`src/rss_pkg.sv`:
```
// constants for the reset, semi-suspend and suspend sequencer
// Contract
// - any reset restores defaults, clears addresses, interrupts
// - power-on cause bit 4, watchdog bit 6
// - restart at address zero, nothing pushed
// - CPU held, other blocks run during semi-suspend
// - 1 ms locked, then 95 ms hold
// - upstream bus reset aborts hold, starts immediately
// - early bus reset stays pending until enabled
// - supply dip repeats the whole sequence
// - any write to watchdog clear restarts it
// - rollover loads status 010X0001, resets
// - watchdog reset held 2 ms
// - transmitter off until addresses reprogrammed
// - power-on flag has precedence over watchdog flag
// - suspend stops oscillator, PLL and timers
// - wake on GPIO interrupt or bus activity
// - CPU ready 1 ms after oscillator stable
// - next instruction runs before any interrupt
`default_nettype none
package rss_pkg;

  // ------------------------------------------------------------
  // clock and timing
  // ------------------------------------------------------------
  localparam int CLK_HZ = 20_000_000;
  localparam int CYC_PER_US = CLK_HZ / 1_000_000;
  localparam int POR_LOCK_US = 1_000;
  localparam int SEMI_HOLD_US = 95_000;
  localparam int WDR_HOLD_US = 2_000;
  localparam int WAKE_DELAY_US = 1_000;
  localparam int WATCHDOG_TIMEOUT_US = 8_192;
  localparam int POR_LOCK_CYC = POR_LOCK_US * CYC_PER_US;
  localparam int SEMI_HOLD_CYC = SEMI_HOLD_US * CYC_PER_US;
  localparam int WDR_HOLD_CYC = WDR_HOLD_US * CYC_PER_US;
  localparam int WAKE_DELAY_CYC = WAKE_DELAY_US * CYC_PER_US;
  localparam int WATCHDOG_TIMEOUT_CYC = WATCHDOG_TIMEOUT_US * CYC_PER_US;
  localparam int HOLD_CNT_W = 21;
  localparam int WD_CNT_W = 24;

  // ------------------------------------------------------------
  // register map
  // ------------------------------------------------------------
  localparam logic [7:0] ADDR_WATCHDOG_CLEAR = 8'h26;
  localparam logic [7:0] ADDR_STATUS_CONTROL = 8'hFF;

  // ------------------------------------------------------------
  // status and control fields
  // ------------------------------------------------------------
  localparam int RUN_BIT = 0;
  localparam int IRQ_SENSE_BIT = 2;
  localparam int SUSPEND_BIT = 3;
  localparam int POR_FLAG_BIT = 4;
  localparam int WDR_FLAG_BIT = 6;
  localparam logic [7:0] STATUS_WRITE_MASK = 8'h0D;
  localparam logic [7:0] STATUS_POR_VALUE = 8'h11;
  localparam logic [7:0] STATUS_WDR_VALUE = 8'h41;
  localparam logic [7:0] READ_ZERO = 8'h00;

  // ------------------------------------------------------------
  // sequencer states
  // ------------------------------------------------------------
  typedef enum logic [2:0] {
    ST_POR_LOCK,
    ST_SEMI_HOLD,
    ST_RUN,
    ST_WDR_HOLD,
    ST_SUSPEND,
    ST_WAKE
  } seq_state_t;

endpackage
`default_nettype wire

```
`src/watchdog_if.sv`:
```
// watchdog control and rollover signals between sequencer and timer
`default_nettype none
interface watchdog_if;
  logic clear;
  logic run;
  logic rollover;
  modport timer (input clear, input run, output rollover);
  modport ctrl (output clear, output run, input rollover);
endinterface
`default_nettype wire

```
`src/watchdog_timer.sv`:
```
// watchdog counter with restart and rollover pulse
`default_nettype none
module watchdog_timer
  import rss_pkg::*;
#(
  parameter int TIMEOUT_CYC = WATCHDOG_TIMEOUT_CYC
) (
  input wire logic ref_clk,
  input wire logic rst_n,
  watchdog_if.timer wd
);

  generate
    if (TIMEOUT_CYC < 2 || TIMEOUT_CYC >= (1 << WD_CNT_W)) begin : g_bad
      $error("watchdog timeout out of range");
    end
  endgenerate

  localparam logic [WD_CNT_W-1:0] LAST = WD_CNT_W'(TIMEOUT_CYC - 1);

  logic [WD_CNT_W-1:0] cnt_q;
  logic [WD_CNT_W-1:0] cnt_d;
  logic roll_q;
  wire at_last = (cnt_q == LAST);

  // any clear write or a low run input restarts the count
  assign cnt_d = (wd.clear || !wd.run || at_last) ? '0 : cnt_q + WD_CNT_W'(1);

  always_ff @(posedge ref_clk or negedge rst_n) begin
    if (!rst_n) begin
      cnt_q <= '0;
      roll_q <= 1'b0;
    end else begin
      cnt_q <= cnt_d;
      roll_q <= wd.run && !wd.clear && at_last;
    end
  end

  assign wd.rollover = roll_q;

endmodule
`default_nettype wire

```
`src/reset_suspend_sequencer.sv`:
```
// reset, semi-suspend, watchdog and suspend sequencer
`default_nettype none
module reset_suspend_sequencer
  import rss_pkg::*;
#(
  parameter int POR_LOCK_CYCLES = POR_LOCK_CYC,
  parameter int SEMI_HOLD_CYCLES = SEMI_HOLD_CYC,
  parameter int WDR_HOLD_CYCLES = WDR_HOLD_CYC,
  parameter int WAKE_DELAY_CYCLES = WAKE_DELAY_CYC,
  parameter int WATCHDOG_CYCLES = WATCHDOG_TIMEOUT_CYC
) (
  input wire logic ref_clk,
  input wire logic nrst,
  input wire logic io_wr,
  input wire logic io_rd,
  input wire logic [7:0] io_addr,
  input wire logic [7:0] io_wdata,
  output logic [7:0] io_rdata,
  input wire logic usb_bus_reset,
  input wire logic bus_reset_ie,
  input wire logic global_ie,
  input wire logic bus_reset_ack,
  input wire logic dev_addr_written,
  input wire logic gpio_irq_wake,
  input wire logic usb_activity,
  input wire logic osc_stable,
  input wire logic instr_done,
  output logic cpu_hold,
  output logic fetch_restart,
  output logic block_reset,
  output logic usb_tx_enable,
  output logic clocks_enable,
  output logic bus_reset_pending,
  output logic bus_reset_irq,
  output logic irq_defer
);

  // ------------------------------------------------------------
  // parameter checks
  // ------------------------------------------------------------
  generate
    if (POR_LOCK_CYCLES < 1 || SEMI_HOLD_CYCLES < 1 || WDR_HOLD_CYCLES < 1 || WAKE_DELAY_CYCLES < 1 ||
        POR_LOCK_CYCLES >= (1 << HOLD_CNT_W) || SEMI_HOLD_CYCLES >= (1 << HOLD_CNT_W) ||
        WDR_HOLD_CYCLES >= (1 << HOLD_CNT_W) || WAKE_DELAY_CYCLES >= (1 << HOLD_CNT_W)) begin : g_bad
      $error("hold counts out of range");
    end
  endgenerate

  function automatic logic [HOLD_CNT_W-1:0] last_of(input int cycles);
    last_of = HOLD_CNT_W'(cycles - 1);
  endfunction

  // terminal counts of the hold, reset and wake stretches
  localparam logic [HOLD_CNT_W-1:0] LOCK_LAST = last_of(POR_LOCK_CYCLES);
  localparam logic [HOLD_CNT_W-1:0] SEMI_LAST = last_of(SEMI_HOLD_CYCLES);
  localparam logic [HOLD_CNT_W-1:0] WDR_LAST = last_of(WDR_HOLD_CYCLES);
  localparam logic [HOLD_CNT_W-1:0] WAKE_LAST = last_of(WAKE_DELAY_CYCLES);

  // ------------------------------------------------------------
  // reset release
  // ------------------------------------------------------------
  logic rst_meta_q;
  logic rst_n;

  // supply dips pull nrst low; release restarts the sequence
  always_ff @(posedge ref_clk or negedge nrst) begin
    if (!nrst) begin
      rst_meta_q <= 1'b0;
      rst_n <= 1'b0;
    end else begin
      rst_meta_q <= 1'b1;
      rst_n <= rst_meta_q;
    end
  end

  // ------------------------------------------------------------
  // decode
  // ------------------------------------------------------------
  wire wr_status = io_wr && (io_addr == ADDR_STATUS_CONTROL);
  wire wr_wd_clear = io_wr && (io_addr == ADDR_WATCHDOG_CLEAR);
  wire rd_status = io_rd && (io_addr == ADDR_STATUS_CONTROL);

  // ------------------------------------------------------------
  // state and counters
  // ------------------------------------------------------------
  seq_state_t state_q;
  seq_state_t state_d;
  logic [HOLD_CNT_W-1:0] cnt_q;
  logic [HOLD_CNT_W-1:0] cnt_d;
  logic [7:0] status_q;
  logic [7:0] status_d;
  logic pending_q;
  logic tx_en_q;
  logic defer_q;
  logic restart_q;
  logic block_rst_q;
  logic clk_en_q;
  logic [7:0] rdata_q;

  // ------------------------------------------------------------
  // state decode
  // ------------------------------------------------------------
  wire in_semi = (state_q == ST_SEMI_HOLD);
  wire in_run = (state_q == ST_RUN);
  wire in_wdr = (state_q == ST_WDR_HOLD);
  wire in_wake = (state_q == ST_WAKE);

  watchdog_if wd ();

  watchdog_timer #(
    .TIMEOUT_CYC(WATCHDOG_CYCLES)
  ) u_watchdog (
    .ref_clk(ref_clk),
    .rst_n(rst_n),
    .wd(wd)
  );

  // timer runs only while the CPU runs
  assign wd.run = in_run;
  assign wd.clear = wr_wd_clear;

  wire watchdog_fire = wd.rollover && in_run;
  wire suspend_req = wr_status && io_wdata[SUSPEND_BIT] && in_run;
  wire wake_event = gpio_irq_wake || usb_activity;
  wire run_armed = status_q[RUN_BIT];

  wire lock_done = (cnt_q == LOCK_LAST);
  wire semi_done = (cnt_q == SEMI_LAST);
  wire wdr_done = (cnt_q == WDR_LAST);
  wire wake_done = (cnt_q == WAKE_LAST);

  // ------------------------------------------------------------
  // next state
  // ------------------------------------------------------------
  always_comb begin
    state_d = state_q;
    cnt_d = cnt_q + HOLD_CNT_W'(1);
    case (state_q)
      ST_POR_LOCK: begin
        // first stretch ignores bus reset
        if (lock_done) begin
          state_d = ST_SEMI_HOLD;
          cnt_d = '0;
        end
      end
      ST_SEMI_HOLD: begin
        if (usb_bus_reset || semi_done) begin
          state_d = ST_RUN;
          cnt_d = '0;
        end
      end
      ST_RUN: begin
        cnt_d = '0;
        if (watchdog_fire) begin
          state_d = ST_WDR_HOLD;
        end else if (suspend_req) begin
          state_d = ST_SUSPEND;
        end
      end
      ST_WDR_HOLD: begin
        if (wdr_done) begin
          state_d = ST_RUN;
          cnt_d = '0;
        end
      end
      ST_SUSPEND: begin
        cnt_d = '0;
        if (wake_event && run_armed) begin
          state_d = ST_WAKE;
        end
      end
      ST_WAKE: begin
        // delay counts only once the oscillator is stable
        if (!osc_stable) begin
          cnt_d = '0;
        end else if (wake_done) begin
          state_d = ST_RUN;
          cnt_d = '0;
        end
      end
      default: begin
        state_d = ST_POR_LOCK;
        cnt_d = '0;
      end
    endcase
  end

  always_ff @(posedge ref_clk or negedge rst_n) begin
    if (!rst_n) begin
      state_q <= ST_POR_LOCK;
      cnt_q <= '0;
    end else begin
      state_q <= state_d;
      cnt_q <= cnt_d;
    end
  end

  // ------------------------------------------------------------
  // status and control register
  // ------------------------------------------------------------
  wire enter_wdr = in_run && (state_d == ST_WDR_HOLD);
  wire leave_suspend = in_wake && (state_d == ST_RUN);
  wire [7:0] wr_flags = status_q & io_wdata & ((8'h01 << POR_FLAG_BIT) | (8'h01 << WDR_FLAG_BIT));

  always_comb begin
    status_d = status_q;
    if (enter_wdr) begin
      // power-on flag is kept so it can override the watchdog flag
      status_d = STATUS_WDR_VALUE;
      status_d[POR_FLAG_BIT] = status_q[POR_FLAG_BIT];
    end else if (wr_status) begin
      // cause flags can only be cleared by firmware
      status_d = (io_wdata & STATUS_WRITE_MASK) | wr_flags;
    end else if (leave_suspend) begin
      status_d[SUSPEND_BIT] = 1'b0;
    end
  end

  always_ff @(posedge ref_clk or negedge rst_n) begin
    if (!rst_n) begin
      status_q <= STATUS_POR_VALUE;
    end else begin
      status_q <= status_d;
    end
  end

  // ------------------------------------------------------------
  // read port
  // ------------------------------------------------------------
  always_ff @(posedge ref_clk or negedge rst_n) begin
    if (!rst_n) begin
      rdata_q <= READ_ZERO;
    end else if (rd_status) begin
      rdata_q <= status_q;
    end else if (io_rd) begin
      rdata_q <= READ_ZERO;
    end
  end

  assign io_rdata = rdata_q;

  // ------------------------------------------------------------
  // bus reset pending flag
  // ------------------------------------------------------------
  wire bus_reset_seen = usb_bus_reset && (in_semi || in_run);

  always_ff @(posedge ref_clk or negedge rst_n) begin
    if (!rst_n) begin
      pending_q <= 1'b0;
    end else if (state_q == ST_WDR_HOLD) begin
      pending_q <= 1'b0;
    end else if (bus_reset_seen) begin
      // set wins over acknowledge in the same cycle
      pending_q <= 1'b1;
    end else if (bus_reset_ack) begin
      pending_q <= 1'b0;
    end
  end

  assign bus_reset_pending = pending_q;
  // serviced only once both enables are set and no wake defer
  assign bus_reset_irq = pending_q && bus_reset_ie && global_ie && !defer_q && (state_q == ST_RUN);

  // ------------------------------------------------------------
  // interrupt defer after wake
  // ------------------------------------------------------------
  always_ff @(posedge ref_clk or negedge rst_n) begin
    if (!rst_n) begin
      defer_q <= 1'b0;
    end else if (leave_suspend) begin
      defer_q <= 1'b1;
    end else if (instr_done) begin
      defer_q <= 1'b0;
    end
  end

  assign irq_defer = defer_q;

  // ------------------------------------------------------------
  // transmitter enable
  // ------------------------------------------------------------
  always_ff @(posedge ref_clk or negedge rst_n) begin
    if (!rst_n) begin
      tx_en_q <= 1'b0;
    end else if (state_q == ST_WDR_HOLD) begin
      tx_en_q <= 1'b0;
    end else if (dev_addr_written) begin
      tx_en_q <= 1'b1;
    end
  end

  assign usb_tx_enable = tx_en_q;

  // ------------------------------------------------------------
  // block reset, fetch restart, clocks
  // ------------------------------------------------------------
  wire restart_d = (state_d == ST_RUN) && (in_semi || in_wdr);

  always_ff @(posedge ref_clk or negedge rst_n) begin
    if (!rst_n) begin
      block_rst_q <= 1'b1;
      restart_q <= 1'b0;
      clk_en_q <= 1'b1;
    end else begin
      // restores registers, addresses, interrupt enables, stack pointers
      block_rst_q <= enter_wdr || (state_q == ST_WDR_HOLD && state_d == ST_WDR_HOLD);
      // fetch from address zero with nothing pushed
      restart_q <= restart_d;
      clk_en_q <= (state_d != ST_SUSPEND);
    end
  end

  assign fetch_restart = restart_q;
  assign block_reset = block_rst_q;
  assign clocks_enable = clk_en_q;
  // CPU waits outside run; other blocks run except in watchdog hold and suspend
  assign cpu_hold = (state_q != ST_RUN);

endmodule
`default_nettype wire

```
`config.mk`:
```
export PLATFORM = sky130hd
export DESIGN_NAME = reset_suspend_sequencer
export DESIGN_NICKNAME = d
export VERILOG_FILES = /design/src/rss_pkg.sv /design/src/watchdog_if.sv /design/src/watchdog_timer.sv /design/src/reset_suspend_sequencer.sv
export SDC_FILE = /design/constraint.sdc
export NUM_CORES = 1
export LEC_CHECK = 0
export CAP_MARGIN = 10
export CORE_MARGIN = 2
export CORE_UTILIZATION = 45
export DETAILED_ROUTE_END_ITERATION = 10
export DONT_BUFFER_PORTS = 1
export PLACE_DENSITY = 0.58
export SLEW_MARGIN = 20
export SYNTH_ARGS = -nofsm -noshare
export SYNTH_HDL_FRONTEND = slang
export SYNTH_SLANG_ARGS = --single-unit
```
`constraint.sdc`:
```
create_clock -name ref_clk -period 4.4 [get_ports ref_clk]
set_input_delay 0.88 -clock ref_clk [delete_from_list [all_inputs] [get_ports ref_clk]]
set_output_delay 0.88 -clock ref_clk [all_outputs]
set_load 0.01 [all_outputs]
```
==> results_dict.tcl, run 1 <==
set metrics [dict create \
    drv_cap 0 \
    synthesis.nets 371 \
    start_util_pct 45.9 \
    drc 0 \
    hold_class "in -> async" \
    dr_total_vias 2383 \
    via_per_inst 5.32 \
    grt_max_degree 42 \
    power.density_nw_per_um2 411 \
    postLayoutCoreUtil_pct 50.3 \
    cts_buffer_depth 2 \
    antenna_found_initial 0 \
    tritoncts "done" \
    syn_to_final_growth_pct 9.58 \
    h-tree-depth 3 \
    die_h_um 89.5 \
    whs_ns 0.228 \
    post_cts_resized 0 \
    yosys_warnings 0 \
    cp-start-kind "flop" \
    ir_drop_mv 0.268 \
    max_freq_mhz 395 \
    cts_hold_buf 0 \
    final_common_cell "dfrtp_1" \
    gp_congestion 0.763 \
    final-setup-viol-count 0 \
    slew_viol_final 0 \
    antenna_cells 0 \
    drtAntennaViolNets 0 \
    io_buffers 0 \
    wl_met1_um 3000 \
    drive_above_1_share_pct 10.0 \
    status "complete, no violations" \
    hold_viol 0 \
    total_power_uw 1480 \
    syn_avg_cell_area_um2 9.68 \
    pin_count 45 \
    yosys_register_bits 68 \
    cts.sinks 68 \
    met3_length_um 278 \
    synth.distinct_cells 46 \
    numCtsBuffers 9 \
    synth-main-ff-cell "dfrtp_1" \
    wirelength_um 6250 \
    fin_nets 375 \
    period_share_pct 57.6 \
    crit_type "reg -> reg" \
    required_ns 4.62 \
    first_pass_iters 4 \
    dr.max_layer_used "met4" \
    grt_pass1_wl_um 10300 \
    grt-ovfl-total 0 \
    netlist_instances 340 \
    synth-edff-count 0 \
    crit_path_end_kind "flop" \
    fin_skew_ns 0.0103 \
    dieArea_um2 8020 \
    track_usage_pct 16.8 \
    layout_common_cells "63 x dfrtp_1, 58 x nor2_1, 30 x nand2_1, 25 x nand3_1, 25 x xor2_1" \
    setup-tns-final_ns 0 \
    die_w_um 89.5 \
    finalCriticalPeriod_ns 2.53 \
    postCtsSetupRepairBufs 0 \
    max_slew_margin_pct 39.0 \
    dr_wl_met2_um 2920 \
    clk_pin_slew_ns 0.07 \
    cp.arrival_ns 2.75 \
    power.leakage_uw 0.00148 \
    drt_iter0_drc 105 \
    pre_cts_ws_ns 1.86 \
    clock-root-buffer "clkbuf_8" \
    num_rows 31 \
    seq_area_frac_synth_pct 51.8 \
    setup_slack_ns 1.87 \
    clk_latency_ns 0.35 \
    synth_area_um2 3290 \
    core_um2 7180 \
    place_hpwl_um 4260 \
    grt_pass1_vias 2165 \
    tightest_slew_ns 0.906 \
    async_flop_share_pct 100 \
    post_drt_wl_per_cell_um 14.0 \
    rsz0062_at_grt "false" \
    cp_max_fo 21 \
]
## synth_stat cells, types with 2 or more instances
library cell | count | area share (%)
and4_1 | 3 | 0.80
ha_1 | 2 | 0.76
nor3b_1 | 2 | 0.46
nand2b_1 | 3 | 0.57
nand3_1 | 25 | 3.8
or4_1 | 2 | 0.46
or3_1 | 3 | 0.57
xor2_1 | 25 | 6.7
conb_1 | 2 | 0.23
nand4_1 | 12 | 2.3
buf_4 | 2 | 0.46
nor4_1 | 9 | 1.7
xnor2_1 | 16 | 4.3
a31o_2 | 2 | 0.53
a21oi_1 | 4 | 0.61
and3_2 | 2 | 0.46
nand2_1 | 30 | 3.4
dfstp_2 | 4 | 3.2
inv_1 | 13 | 1.5
and3_1 | 5 | 0.95
nor3_1 | 10 | 1.5
nand4b_1 | 2 | 0.53
clkbuf_1 | 5 | 0.57
buf_6 | 2 | 0.68
o21ai_0 | 10 | 1.5
nor2_1 | 58 | 6.6
or2_2 | 2 | 0.38
nor2b_1 | 4 | 0.76
dfrtp_1 | 64 | 49
## cell families (layout without fill, tap and decap cells)
logic type | Yosys count | count (layout) | synth area share, %
and+or+nand+nor | 180 | 180 | 27.9
DFF | 68 | 68 | 51.8
AOI/OAI and AO/OA | 25 | 25 | 5.17
adders and majority gates | 2 | 2 | 0.760
buffers and inverters | 22 | 31 | 3.19
xor gates and xnor gates | 41 | 41 | 10.9
other | 2 | 2 | 0.228
## critical path: stages (launching register included)
cell and delay [ns]:
dfrtp_1 0.39, ha_1 0.22, nand3_2 0.18, or4_4 0.58, o41ai_2 0.43, and3_2 0.51
nor2_1 0.09
## power by group
part	leakage (uW)	switching (uW)	internal, uW
Combinational	0.000456	118	55.1
Sequential	0.000912	49.7	660
Clock	0.000114	260	341
Total	0.00148	428	1060
## cell type report
class / count / area, um^2
clock buffers: 10 / 138
clock inverters: 6 / 93.8
fillers: 664 / 3570
inverters: 13 / 48.8
multi-input cells: 250 / 1480
flip-flops and latches: 68 / 1710
well taps: 99 / 124
repair buffers: 2 / 15.0
## metrics by stage
step	instances	cell area [um^2]
finish	448	3610
global placement	432	3380
detailed placement	432	3380
global route	448	3610
CTS	448	3610
floorplan	340	3290
## sequential cells by signal, indices dropped and copies added, names as in the netlist
| register | count |
|---|---|
| block_reset | 1 |
| bus_reset_pending | 1 |
| clocks_enable | 1 |
| cnt_q | 21 |
| fetch_restart | 1 |
| io_rdata | 6 |
| irq_defer | 1 |
| rst_meta_q | 1 |
| rst_n | 1 |
| state_q | 3 |
| status_q | 5 |
| u_watchdog.cnt_q | 24 |
| u_watchdog.wd.rollover | 1 |
| usb_tx_enable | 1 |
## per-layer routing
metal	vias to the layer above	global-route usage [%]
met5	-	0
met3	4	4.25
met2	61	24.4
li1	1181	-
met1	1137	23.7
met4	0	7.33
## worst paths after layout
path | to | cells after the start | from | slack (ns)
min in group ref_clk | rst_n | 0 | rst_meta_q | 0.35
min | rst_n | 0 | nrst | 0.23
max reg2reg | cnt_q[20] | 6 | cnt_q[0] | 1.87
max in group asynchronous | clocks_enable | 1 | rst_n | 3.21
max | cnt_q[20] | 6 | cnt_q[0] | 1.87
min reg2reg | u_watchdog.cnt_q[20] | 0 | rst_n | 0.25
Power figures use the tool's default switching activity.
==> run 2, diff against run 1 <==
- clock period: 4.4 -> 2.6 ns (I/O delays scaled with it)
==> run 2 against run 1 <==
  * Worst setup slack worse by 1.6 ns
  * Via count down 1.9%
  * Die area unchanged
  * Highest routed layer unchanged
  * Register-to-register slack worse by 1.6 ns
  * Global-route usage down 0.17 points
  * Combinational power up 74%
  * Largest cell class unchanged
==> results_dict.tcl, run 2 (synthesis results as in run 1) <==
set metrics [dict create \
    status "complete, no violations" \
    postCtsSetupRepairBufs 0 \
    hold_class "in -> reg" \
    drv_cap 0 \
    die_w_um 89.5 \
    fin_skew_ns 0.00983 \
    track_usage_pct 16.7 \
    cts_buffer_depth 2 \
    layout_common_cells "63 x dfrtp_1, 58 x nor2_1, 30 x nand2_1, 25 x nand3_1, 25 x xor2_1" \
    crit_type "reg -> reg" \
    clk_latency_ns 0.34 \
    slowest_stage "or4_4" \
    place_hpwl_um 4310 \
    numCtsBuffers 9 \
    setup-tns-final_ns 0 \
    critical_path.max_stage_delay_ns 0.55 \
    hold_viol 0 \
    io_buffers 0 \
    cp_max_fo 21 \
    multi_input_area_um2 1490 \
    drive_above_1_share_pct 11.5 \
    cp_cell_sequence "ha_1 -> nand3_2 -> or4_4 -> o41ai_2 -> and3_4 -> nor2_1" \
    clk_pin_slew_ns 0.07 \
    drt_iter0_drc 126 \
    crit_path_start "cnt_q[0]" \
    grt-ovfl-total 0 \
    critPathBufInv 0 \
    pin_count 45 \
    tightest_slew_ns 0.613 \
    cp.arrival_ns 2.55 \
    cp-start-kind "flop" \
    final_common_cell "dfrtp_1" \
    antenna_cells 0 \
    fin_nets 383 \
    syn_to_final_growth_pct 11.1 \
    clock-root-buffer "clkbuf_8" \
    critPathTopFamily "simple AND/OR/NAND/NOR gates" \
    cts.sinks 68 \
    start_util_pct 45.9 \
    hp-start "io_rd" \
    first_pass_iters 4 \
    via_per_inst 5.13 \
    drtAntennaViolNets 0 \
    post_drt_wl_per_cell_um 13.3 \
    fin_area_um2 3660 \
    dieArea_um2 8020 \
    power.density_nw_per_um2 643 \
    num_rows 31 \
    h-tree-depth 3 \
    slew_viol_final 0 \
    place_area_um2 3440 \
    required_ns 2.81 \
    power.leakage_uw 0.00151 \
    rsz0062_at_grt "false" \
    worstReg2RegStart "cnt_q[0]" \
    tritoncts "done" \
    fillCellCount 687 \
    final-setup-viol-count 0 \
    grt_max_degree 31 \
    die_h_um 89.5 \
    gp_congestion 0.764 \
    largest_register_ffs 24 \
    finalCriticalPeriod_ns 2.34 \
    drc 0 \
    crit_path_end_kind "flop" \
    max_slew_margin_pct 58.8 \
    largest-register "u_watchdog.cnt_q" \
    whs_ns 0.250 \
    max_freq_mhz 428 \
    grt_pass1_wl_um 10400 \
    grt_pass1_vias 2256 \
    core_um2 7180 \
    antenna_found_initial 0 \
    period_share_pct 90.0 \
    dr_total_vias 2337 \
    ir_drop_mv 0.318 \
    wirelength_um 6080 \
    ff_latch_area_um2 1710 \
]
run 2: cell count changes in the layout (fill, tap and decap cells not counted), sizes merged:
cell / change
bufinv: -1
clkbuf: +2
dlygate4sd3: +1
clkinv: +1
inv: -3
clkinvlp: +1
buf: +7
run 2: final timing paths:
kind | endpoint | slack [ns] | cells after the start
setup / recovery | cnt_q[18] | 0.26 | 6
hold / removal | io_rdata[5] | 0.25 | 1
setup reg to reg | cnt_q[18] | 0.26 | 6
hold reg to reg | cnt_q[0] | 0.27 | 0
max in group asynchronous | block_reset | 1.66 | 1
min in group asynchronous | cnt_q[0] | 0.27 | 0
run 2: routing by layer:
metal	track usage, %	vias up	share of wire, %
li1	-	1190	-
met1	22.0	1112	48
met2	25.7	29	48
met3	6.19	6	3.5
met4	4.88	0	0.92
met5	0	-	0
run 2: where the power goes:
| group | leakage [uW] | switching, uW | internal [uW] | total, uW |
|---|---|---|---|---|
| clock network | 0.0000926 | 379 | 468 | 847 |
| registers | 0.000912 | 81.4 | 1120 | 1200 |
| logic | 0.000501 | 200 | 103 | 303 |
| total | 0.00151 | 660 | 1690 | 2350 |
run 2: cell type report:
cell class	count	share of cell area, %
sequential	68	46.7
clock buffer	12	3.97
clock inverter	4	1.37
timing repair buffer	10	2.46
inverter	13	1.33
tap	99	3.39
multi-input combinational	250	40.8
run 2: what timing repair did:
action / CTS / global route
hold buffers: 1 / 0
setup endpoints to repair: 0 / 21
endpoints found under the hold margin: 2 / 0
resized for setup: 0 / 2
run 2: through the flow:
step / util [%] / setup slack [ns] / cells / power [uW]
after floorplan: - / 0.405 / 340 / 1480
after global placement: 48.0 / 0.175 / 439 / 1520
after detailed placement: 48.0 / 0.129 / 439 / 1520
after CTS: 50.8 / 0.119 / 456 / 2390
after global routing: 51.0 / 0.114 / 456 / 2510
final: 51.0 / 0.261 / 456 / 2350
